$ cat config.mk
export PLATFORM = sky130hd
export DESIGN_NAME = bidir_io_ports
export DESIGN_NICKNAME = d
export VERILOG_FILES = /design/src/bidir_io_pkg.sv /design/src/bidir_io_ports.sv /design/src/pin_sync.sv
export SDC_FILE = /design/constraint.sdc
export NUM_CORES = 1
export LEC_CHECK = 0
export ABC_AREA = 1
export BUFFER_PORTS_ARGS = -buffer_cell sky130_fd_sc_hd__buf_2
export CAP_MARGIN = 30
export CORE_MARGIN = 10
export CORE_UTILIZATION = 30
export DETAILED_ROUTE_END_ITERATION = 7
export GPL_TIMING_DRIVEN = 0
export PLACE_DENSITY = 0.6
export SKIP_LAST_GASP = 1
export SYNTH_ARGS = -nofsm -noshare
export SYNTH_HDL_FRONTEND = slang
export SYNTH_SLANG_ARGS = --single-unit
$ cat constraint.sdc
create_clock -name ref_clk -period 2.7 [get_ports ref_clk]
set_input_delay 0.27 -clock ref_clk [delete_from_list [all_inputs] [get_ports ref_clk]]
set_output_delay 0.27 -clock ref_clk [all_outputs]
set_load 0.005 [all_outputs]
$ cat src/bidir_io_pkg.sv
// Summary of operation
// - Port reads return pin levels, never latches
// - Every reset sets all direction bits
// - First port: four pins, bits 7-4 zero
// - Second port: eight bidirectional pins
// - Third location: port or plain register
// - Direction loads only by load instruction
// - Direction one floats pin, zero drives latch
// - Latches hold until rewritten
// - Each pin has its own direction bit
// - Bit ops read pins, rewrite the addressed port's whole latch
// - Write at cycle end, read at start
// - Latches undefined at power-on, kept otherwise
`default_nettype none
package bidir_io_pkg;

  // ----------------------------------------------------------------
  // Widths
  // ----------------------------------------------------------------
  localparam int DATA_W = 8;
  localparam int ADDR_W = 5;
  localparam int BIT_SEL_W = 3;
  localparam int FIRST_PORT_W = 4;
  localparam int SECOND_PORT_W = 8;
  localparam int THIRD_PORT_W = 8;

  // ----------------------------------------------------------------
  // Register file locations
  // ----------------------------------------------------------------
  localparam logic [ADDR_W-1:0] FIRST_PORT_ADDR = 5'h05;
  localparam logic [ADDR_W-1:0] SECOND_PORT_ADDR = 5'h06;
  localparam logic [ADDR_W-1:0] THIRD_PORT_ADDR = 5'h07;

  // ----------------------------------------------------------------
  // Reset and fill values
  // ----------------------------------------------------------------
  localparam logic [DATA_W-1:0] DIR_RESET = 8'hFF;
  localparam logic [DATA_W-1:0] DATA_ZERO = 8'h00;
  localparam logic [DATA_W-FIRST_PORT_W-1:0] FIRST_UPPER_FILL = 4'h0;

  // ----------------------------------------------------------------
  // Types
  // ----------------------------------------------------------------
  typedef enum logic [1:0] {
    SEL_NONE = 2'b00,
    SEL_FIRST = 2'b01,
    SEL_SECOND = 2'b10,
    SEL_THIRD = 2'b11
  } port_sel_t;

  typedef struct packed {
    logic [DATA_W-1:0] level;
    logic [DATA_W-1:0] enable;
  } pin_drive_t;

endpackage
`default_nettype wire

$ cat src/bidir_io_ports.sv
`timescale 1ns/1ps
`default_nettype none
module bidir_io_ports
  import bidir_io_pkg::*;
#(
  parameter bit HAS_THIRD_PORT = 1'b1
) (
  // Clock and reset
  input wire logic ref_clk,
  input wire logic reset,

  // Register file access from the instruction path
  input wire logic [ADDR_W-1:0] file_addr,
  input wire logic file_read,
  input wire logic file_write,
  input wire logic [DATA_W-1:0] file_wdata,
  output logic [DATA_W-1:0] file_rdata,
  output logic file_hit,

  // Bit set and bit clear instructions
  input wire logic bit_set_instruction,
  input wire logic bit_clear_instruction,
  input wire logic [BIT_SEL_W-1:0] bit_sel,

  // Direction load instruction, data from the working register
  input wire logic dir_load,

  // First port pins
  input wire logic [FIRST_PORT_W-1:0] first_port_pins_in,
  output logic [FIRST_PORT_W-1:0] first_port_pins_out,
  output logic [FIRST_PORT_W-1:0] first_port_pins_oe,

  // Second port pins
  input wire logic [SECOND_PORT_W-1:0] second_port_pins_in,
  output logic [SECOND_PORT_W-1:0] second_port_pins_out,
  output logic [SECOND_PORT_W-1:0] second_port_pins_oe,

  // Third port pins
  input wire logic [THIRD_PORT_W-1:0] third_port_pins_in,
  output logic [THIRD_PORT_W-1:0] third_port_pins_out,
  output logic [THIRD_PORT_W-1:0] third_port_pins_oe,

  // Driven pins seen at the opposite level
  output logic [2:0] drive_conflict
);

  // ----------------------------------------------------------------
  // Helpers
  // ----------------------------------------------------------------
  function automatic port_sel_t decode_port(
    input logic [ADDR_W-1:0] addr
  );
    port_sel_t sel;
    sel = SEL_NONE;
    if (addr == FIRST_PORT_ADDR) begin
      sel = SEL_FIRST;
    end else if (addr == SECOND_PORT_ADDR) begin
      sel = SEL_SECOND;
    end else if (addr == THIRD_PORT_ADDR) begin
      sel = SEL_THIRD;
    end
    return sel;
  endfunction

  function automatic logic [DATA_W-1:0] apply_bit(
    input logic [DATA_W-1:0] value,
    input logic [BIT_SEL_W-1:0] idx,
    input logic set_bit
  );
    logic [DATA_W-1:0] result;
    result = value;
    result[idx] = set_bit;
    return result;
  endfunction

  function automatic logic mismatch(
    input logic [DATA_W-1:0] level,
    input logic [DATA_W-1:0] drive,
    input logic [DATA_W-1:0] oe
  );
    return |((level ^ drive) & oe);
  endfunction

  function automatic logic strobe_for(
    input logic en,
    input port_sel_t at,
    input port_sel_t want
  );
    return en && (at == want);
  endfunction

  // ----------------------------------------------------------------
  // State
  // ----------------------------------------------------------------
  logic [FIRST_PORT_W-1:0] first_port_latch;
  logic [SECOND_PORT_W-1:0] second_port_latch;
  logic [THIRD_PORT_W-1:0] third_port_latch;
  logic [FIRST_PORT_W-1:0] first_port_direction;
  logic [SECOND_PORT_W-1:0] second_port_direction;
  logic [THIRD_PORT_W-1:0] third_port_direction;

  logic [FIRST_PORT_W-1:0] first_sync;
  logic [SECOND_PORT_W-1:0] second_sync;
  logic [THIRD_PORT_W-1:0] third_sync;

  port_sel_t sel;
  logic bit_op;
  logic store_en;
  logic [DATA_W-1:0] read_view;
  logic [DATA_W-1:0] next_store;
  logic first_store, second_store, third_store;
  logic first_dir_load, second_dir_load, third_dir_load;
  pin_drive_t first_drive;
  pin_drive_t second_drive;
  pin_drive_t third_drive;

  // ----------------------------------------------------------------
  // Pin synchronisers
  // ----------------------------------------------------------------
  pin_sync #(
    .WIDTH(FIRST_PORT_W)
  ) first_sync_inst (
    .ref_clk(ref_clk),
    .reset(reset),
    .async_in(first_port_pins_in),
    .sync_out(first_sync)
  );

  pin_sync #(
    .WIDTH(SECOND_PORT_W)
  ) second_sync_inst (
    .ref_clk(ref_clk),
    .reset(reset),
    .async_in(second_port_pins_in),
    .sync_out(second_sync)
  );

  pin_sync #(
    .WIDTH(THIRD_PORT_W)
  ) third_sync_inst (
    .ref_clk(ref_clk),
    .reset(reset),
    .async_in(third_port_pins_in),
    .sync_out(third_sync)
  );

  // ----------------------------------------------------------------
  // Decode and read view
  // ----------------------------------------------------------------
  assign sel = decode_port(file_addr);
  assign bit_op = bit_set_instruction | bit_clear_instruction;
  // A direction load owns its cycle and blocks any store
  assign store_en = (file_write | bit_op) & ~dir_load;

  // ----------------------------------------------------------------
  // Per-port strobes
  // ----------------------------------------------------------------
  assign first_store = strobe_for(store_en, sel, SEL_FIRST);
  assign second_store = strobe_for(store_en, sel, SEL_SECOND);
  assign third_store = strobe_for(store_en, sel, SEL_THIRD);
  assign first_dir_load = strobe_for(dir_load, sel, SEL_FIRST);
  assign second_dir_load = strobe_for(dir_load, sel, SEL_SECOND);
  // Without the third port the location has no direction bits
  assign third_dir_load = strobe_for(dir_load, sel, SEL_THIRD) &&
                          HAS_THIRD_PORT;

  always_comb begin
    read_view = DATA_ZERO;
    unique case (sel)
      SEL_FIRST: begin
        read_view = {FIRST_UPPER_FILL, first_sync};
      end
      SEL_SECOND: begin
        read_view = second_sync;
      end
      SEL_THIRD: begin
        if (HAS_THIRD_PORT) begin
          read_view = third_sync;
        end else begin
          read_view = third_port_latch;
        end
      end
      SEL_NONE: begin
        read_view = DATA_ZERO;
      end
    endcase
  end

  // Bit ops modify the pin image, not the latch image
  always_comb begin
    if (bit_op) begin
      next_store = apply_bit(read_view, bit_sel,
                             bit_set_instruction);
    end else begin
      next_store = file_wdata;
    end
  end

  // ----------------------------------------------------------------
  // Output latches, no reset so values survive warm resets
  // ----------------------------------------------------------------
  always_ff @(posedge ref_clk) begin
    if (first_store) begin
      first_port_latch <= next_store[FIRST_PORT_W-1:0];
    end
  end

  always_ff @(posedge ref_clk) begin
    if (second_store) begin
      second_port_latch <= next_store;
    end
  end

  always_ff @(posedge ref_clk) begin
    if (third_store) begin
      third_port_latch <= next_store;
    end
  end

  // ----------------------------------------------------------------
  // Direction registers, write-only
  // ----------------------------------------------------------------
  always_ff @(posedge ref_clk) begin
    if (reset) begin
      first_port_direction <= DIR_RESET[FIRST_PORT_W-1:0];
    end else if (first_dir_load) begin
      first_port_direction <= file_wdata[FIRST_PORT_W-1:0];
    end
  end

  always_ff @(posedge ref_clk) begin
    if (reset) begin
      second_port_direction <= DIR_RESET;
    end else if (second_dir_load) begin
      second_port_direction <= file_wdata;
    end
  end

  always_ff @(posedge ref_clk) begin
    if (reset) begin
      third_port_direction <= DIR_RESET;
    end else if (third_dir_load) begin
      third_port_direction <= file_wdata;
    end
  end

  // ----------------------------------------------------------------
  // Read data, sampled from the pins at the start of the cycle
  // ----------------------------------------------------------------
  always_ff @(posedge ref_clk) begin
    if (reset) begin
      file_rdata <= DATA_ZERO;
      file_hit <= 1'b0;
    end else if (file_read) begin
      file_rdata <= read_view;
      file_hit <= (sel != SEL_NONE);
    end else begin
      file_hit <= 1'b0;
    end
  end

  // ----------------------------------------------------------------
  // Pin drivers
  // ----------------------------------------------------------------
  always_comb begin
    first_drive.level = {FIRST_UPPER_FILL, first_port_latch};
    first_drive.enable = {FIRST_UPPER_FILL,
                          ~first_port_direction};
    second_drive.level = second_port_latch;
    second_drive.enable = ~second_port_direction;
    if (HAS_THIRD_PORT) begin
      third_drive.level = third_port_latch;
      third_drive.enable = ~third_port_direction;
    end else begin
      third_drive.level = DATA_ZERO;
      third_drive.enable = DATA_ZERO;
    end
  end

  assign first_port_pins_out = first_drive.level[FIRST_PORT_W-1:0];
  assign first_port_pins_oe = first_drive.enable[FIRST_PORT_W-1:0];
  assign second_port_pins_out = second_drive.level;
  assign second_port_pins_oe = second_drive.enable;
  assign third_port_pins_out = third_drive.level;
  assign third_port_pins_oe = third_drive.enable;

  // ----------------------------------------------------------------
  // Drive conflict status, for a pin held against its driver
  // ----------------------------------------------------------------
  always_ff @(posedge ref_clk) begin
    if (reset) begin
      drive_conflict <= 3'b000;
    end else begin
      drive_conflict[0] <= mismatch({FIRST_UPPER_FILL, first_sync},
                                    first_drive.level,
                                    first_drive.enable);
      drive_conflict[1] <= mismatch(second_sync, second_drive.level,
                                    second_drive.enable);
      drive_conflict[2] <= mismatch(third_sync, third_drive.level,
                                    third_drive.enable);
    end
  end

endmodule
`default_nettype wire

$ cat src/pin_sync.sv
`timescale 1ns/1ps
`default_nettype none
module pin_sync #(
  parameter int WIDTH = 8
) (
  // Clock and reset
  input wire logic ref_clk,
  input wire logic reset,
  // Asynchronous levels in, synchronised levels out
  input wire logic [WIDTH-1:0] async_in,
  output logic [WIDTH-1:0] sync_out
);

  logic [WIDTH-1:0] stage_one;

  // ----------------------------------------------------------------
  // Two flip-flop synchroniser
  // ----------------------------------------------------------------
  always_ff @(posedge ref_clk) begin
    if (reset) begin
      stage_one <= '0;
      sync_out <= '0;
    end else begin
      stage_one <= async_in;
      sync_out <= stage_one;
    end
  end

endmodule
`default_nettype wire

Word-level counts from Yosys, hierarchy flattened
Cells that the tools add are included.
W data, S select, Z words.
{"block": "word_totals", "output_inout_bits": 52, "word_cells": 58, "ff_bits": 92}
{"block": "classes", "order_cmp": 2, "mux": 8, "bitwise_logic": 14, "n_eq_ne": 6, "n_reduce_logical": 13}
{"op": "$pmux W8 S4", "n": 1}
{"op": "$reduce_or A8 Y1", "n": 3}
{"op": "$and A8 B8 Y8", "n": 2}
{"op": "$not A8 Y8", "n": 2}
{"op": "$xor A8 B8 Y8", "n": 2}
{"op": "$eq A5 B3 Y1 const B", "n": 3}
{"op": "$bwmux W8", "n": 1}
{"op": "$mux W8", "n": 1}
{"op": "$logic_and A1 B1 Y1", "n": 7}
{"op": "$mux W2", "n": 3}
{"op": "$and A4 B4 Y4", "n": 1}
{"op": "$eq A2 B2 Y1 const B", "n": 2}
{"op": "$lt A3 B4 Y1 const B", "n": 1}
{"op": "$not A4 Y4", "n": 1}
{"op": "$xor A4 B4 Y4", "n": 1}
{"op": "$demux W1 S3", "n": 1}
{"op": "$ge A3 B1 Y1 const B", "n": 1}
{"op": "$eq A2 B1 Y1 const B", "n": 1}
{"op": "$logic_not A2 Y1", "n": 1}
{"op": "$not A1 Y1", "n": 2}
{"op": "$or A1 B1 Y1", "n": 2}
{"op": "$reduce_bool A2 Y1", "n": 1}
{"op": "$reduce_or A2 Y1", "n": 1}
{"op": "$and A1 B1 Y1", "n": 1}
{"op": "$mux W1", "n": 1}

Longest topological paths before layout
{"block": "depth", "word_depth": 8, "ltp_mapped": 9, "mapped_depth_nobuf": 9}

Cells and area by module
From an unflattened synthesis, not the netlist that was laid out.
{"block": "hier_totals", "hier_cells": 480, "area_unflattened_um2": 3819.9}
{"mod": "bidir_io_ports", "cells_each": 355, "n_inst": 1, "area_per_inst_um2": 2640.0}
{"mod": "pin_sync at second_sync_inst ...", "cells_each": 50, "n_inst": 2, "area_per_inst_um2": 474.2}
{"mod": "pin_sync at first_sync_inst", "cells_each": 25, "n_inst": 1, "area_per_inst_um2": 231.5}

Worst setup path after synthesis
OpenSTA, ideal clock, no wires.
{"block": "synth_path", "path_type": "input port to flip-flop", "startpoint": "input dir_load", "endpoint": "register third_port_latch[0] (netlist: third_port_pins_out[0]), enable pin", "t_required_ns": 2.330, "n_path_buf": 0, "setup_ns": 0.370, "stages": 3, "setup_slack_ns": 1.206, "t_arrival_ns": 1.123, "path_cell_list": "inv_1 -> o21ai_1 -> nor2_1"}
{"block": "synth_via", "elab_chain_cells": 3}
{"element": "start, declared", "line_no": "bidir_io_ports.sv:26", "source": "input wire logic dir_load,"}
{"element": "$not A1 Y1", "line_no": "bidir_io_ports.sv:153", "source": "assign store_en = (file_write | bit_op) & ~dir_load;"}
{"element": "$and A1 B1 Y1", "line_no": "bidir_io_ports.sv:153"}
{"element": "$logic_and A1 B1 Y1", "line_no": "bidir_io_ports.sv:89", "source": "return en && (at == want);"}
{"element": "via third_store", "line_no": "bidir_io_ports.sv:111", "source": "logic first_store, second_store, third_store;"}
{"element": "end signal, assigned", "line_no": "bidir_io_ports.sv:216", "source": "third_port_latch <= next_store;"}
{"element": "end, declared", "line_no": "bidir_io_ports.sv:97", "source": "logic [THIRD_PORT_W-1:0] third_port_latch;"}
The timed path passes the listed nets, and every way through them passes these cells.
A chain may end at the register's enable or synchronous reset.

Final worst setup path
{"block": "layout_path", "startpoint": "input dir_load", "endpoint": "register second_port_latch[6] (netlist: second_port_pins_out[6]), enable pin"}
{"block": "layout_via", "elab_chain_cells": 3}
{"element": "$not A1 Y1", "line_no": "bidir_io_ports.sv:153"}
{"element": "$and A1 B1 Y1", "line_no": "bidir_io_ports.sv:153"}
{"element": "$logic_and A1 B1 Y1", "line_no": "bidir_io_ports.sv:89"}
{"element": "via second_store", "line_no": "bidir_io_ports.sv:111"}
{"element": "end signal, assigned", "line_no": "bidir_io_ports.sv:210", "source": "second_port_latch <= next_store;"}
{"element": "end, declared", "line_no": "bidir_io_ports.sv:96", "source": "logic [SECOND_PORT_W-1:0] second_port_latch;"}
The timed path passes the listed nets, and every way through them passes these cells.

==> flow_summary.ini <==
[routing]
vias = 3102
drt-initial-drc-count = 124
wl_um = 10800
drt-pass1-iter-count = 4
post_drt_wl_per_cell_um = 14.5
ant_nets = 0
via_per_inst = 4.17
remaining_drc_errors = 0

[setup_path]
max_stage_delay_ns = 0.67
crit-reg2reg-capture = third_port_pins_out[3]
critPathLaunchType = input pin
rr_startpoint = first_sync_inst.sync_out[3]
cp_slowest_cell = nor2_1
path_max_fanout = 8
cp.arrival_ns = 1.55
r2r_slack_ns = 1.60
path_cells = buf_2 -> inv_1 -> o21ai_1 -> nor2_1
setup.worst_path.end_class = flop
cp.required_ns = 2.67
reg2reg_depth = 4
worst-setup-path-type = input pin to flop

[layout]
area_growth_pct = 26.2
drive_gt1_share_pct = 22.6
final_util_pct = 39.1
nets = 613
antenna_cells = 0

[run]
maxCapViolations = 0

[sta]
maxSlewViolCount = 0
setup_viol = 0
finClkSkew_ns = 0.0121
period_minus_slack_ns = 1.58
timing_hold_violations_final = 0
grt_setup_unrepaired = no
maxSlewHeadroom_pct = 44.1
max_slew.worst_pin.slew_ns = 0.836
whs_ns = 0.125
fin_setup_tns_ns = 0
max_freq_mhz = 634
period_share_pct = 58.4

[place]
gp_congestion = 0.909
io_buffers = 93
dp_hpwl_um = 8720

[min_path]
min-delay-start = first_port_pins_in[1]
min_path_type = input pin to flop
min_path_cells = 3
holdPathEnd = first_sync_inst.stage_one[1]

[yosys]
synth_top_area_cell = dfxtp_1
synthSimpleGateAreaFrac_pct = 26.8
syn_area_per_cell_sq_um = 8.04
yosys_warnings = 0
synth_top_cells_by_count = 96 x nor2_1, 93 x nand2_1, 79 x inv_1
synth_top_area_share_pct = 38.5
synthesis.nets = 509
synth_area_sq_mm = 0.00375
synth_compound_area_share_pct = 8.64
synth_most_common_cell = nor2_1
yosys.cell_types.count = 26
ys_top_cells_by_area = dfxtp_1 38%, edfxtp_1 16%, nor2_1 9.6%, nand2_1 9.3%, inv_1 7.9%
syn-instance-count = 466
synth_top_family_by_area = simple AND/OR/NAND/NOR gates
synth_seq_cells = 92
async_flop_share_pct = 0
synth_xor_area_share_pct = 0
ys.flop_type = dfxtp_1
synth_fa_ha_area_share_pct = 0
synth_edf_count = 20
muxShareOfSynthArea_pct = 0
ys_seq_area_share_pct = 54.5

[grt]
overflow = 0
grt_pass1_vias = 3121
grt_antenna_before_repair = 0
grt_max_degree = 17
grt_pass1_wl_um = 16800
grt_use_total_pct = 12.5

[cts]
cts_tree = built
worstSkewPairLatency_ns = 0.35
cts_inserted_buffers = 9
clockBufferDepth = 2
post_cts_buffers = 0
path_clk_slew_ns = 0.06
hold_buffers = 0
clock-sinks = 92
h-tree-depth = 3
cts_resized = 0
root_buffer = clkbuf_16

[floorplan]
dieHeight_um = 132
dieWidth_um = 132
fp.coreArea_sq_mm = 0.0121
ioPinCount = 95
row_count = 40
start_util_pct = 31.0
die_area_sq_mm = 0.0174

[power]
power.density_mw_per_mm2 = 626
p_leak_uw = 0.00242
vdd_drop_max_mv = 0.288
power_uw = 2960

[run_status]
status = complete, no violations
[placed cells by master (no fill, tap or decap)]
cell type   n
o211ai_2    4
nand2_2     2
o21ai_1     1
nand2_1    93
o211ai_1   16
clkbuf_1    4
bufinv_16   1
o21ai_0    16
buf_2      96
a211oi_1    1
nor2_2      2
nand3_2     1
inv_1      79
dfxtp_1    72
clkinv_2    1
clkbuf_8    1
inv_4       2
edfxtp_1   20
a21oi_1    11
clkbuf_16   9
nand4_1     4
buf_1       3
nor2_1     96
buf_12      1
nand2_4     1
nand3_1    28
nor2_8      3
a31oi_1     1
inv_6       3
nor2_4      2
buf_8       1
[worst max-delay path: cells and delay by family]
family | cells | cell delay (ns)
and+or+nand+nor | 1 | 0.67
buffers and inverters | 2 | 0.42
AOI/OAI and AO/OA | 1 | 0.18
[worst max path at each step]
stage / cells after the start / start / to
4_1_cts: 4 / dir_load / third_port_pins_out[7]
6_report: 4 / dir_load / second_port_pins_out[6]
5_1_grt: 4 / dir_load / second_port_pins_out[6]
3_3_place_gp: 4 / dir_load / second_port_pins_out[7]
2_1_floorplan: 3 / dir_load / third_port_pins_out[0]
3_5_place_dp: 4 / dir_load / second_port_pins_out[7]
[per-layer routing]
metal	share of wire [%]	up-vias	GRT usage [%]
met5	0	-	0
met4	2.6	0	6.12
met3	6.4	18	3.81
met2	46	83	19.7
met1	45	1336	15.0
li1	-	1665	-
[metrics by stage]
stage          cells  area [sq um]  setup WS [ns]
6_report         743          4730           1.12
5_1_grt          743          4730           1.01
3_3_place_gp     727          4420          0.780
2_1_floorplan    466          3750           1.21
3_5_place_dp     727          4420          0.760
4_1_cts          743          4730           1.12
[sequential cells by signal, indices dropped and copies added (netlist names)]
name                        cells
drive_conflict                  3
file_hit                        1
file_rdata                      8
first_port_direction            4
first_port_pins_out             4
first_sync_inst.stage_one       4
first_sync_inst.sync_out        4
second_port_direction           8
second_port_pins_out            8
second_sync_inst.stage_one      8
second_sync_inst.sync_out       8
third_port_direction            8
third_port_pins_out             8
third_sync_inst.stage_one       8
third_sync_inst.sync_out        8
[power by group]
| group | switching (uW) | internal, uW |
|---|---|---|
| Combinational | 125 | 71.8 |
| Clock | 545 | 751 |
| Sequential | 23.4 | 1450 |
| Total | 693 | 2270 |
[kinds of logic (layout without fill, tap and decap cells)]
logic type | after synthesis | in the layout
buffers and inverters | 92 | 201
AO/OA/AOI/OAI | 50 | 50
AND/OR/NAND/NOR | 232 | 232
flip-flops | 92 | 92
[area by class of cell]
type                    instances  area, sq um
plain buffers                  12         76.3
clock buffers                  10          239
clock inverters                 6         67.6
fillers                      1289         7380
inverters                      80          303
multi-input cells             282         1330
flip-flops and latches         92         2040
well taps                     168          210
repair buffers                 93          465
Note: power is estimated with default switching activity, not from simulation.
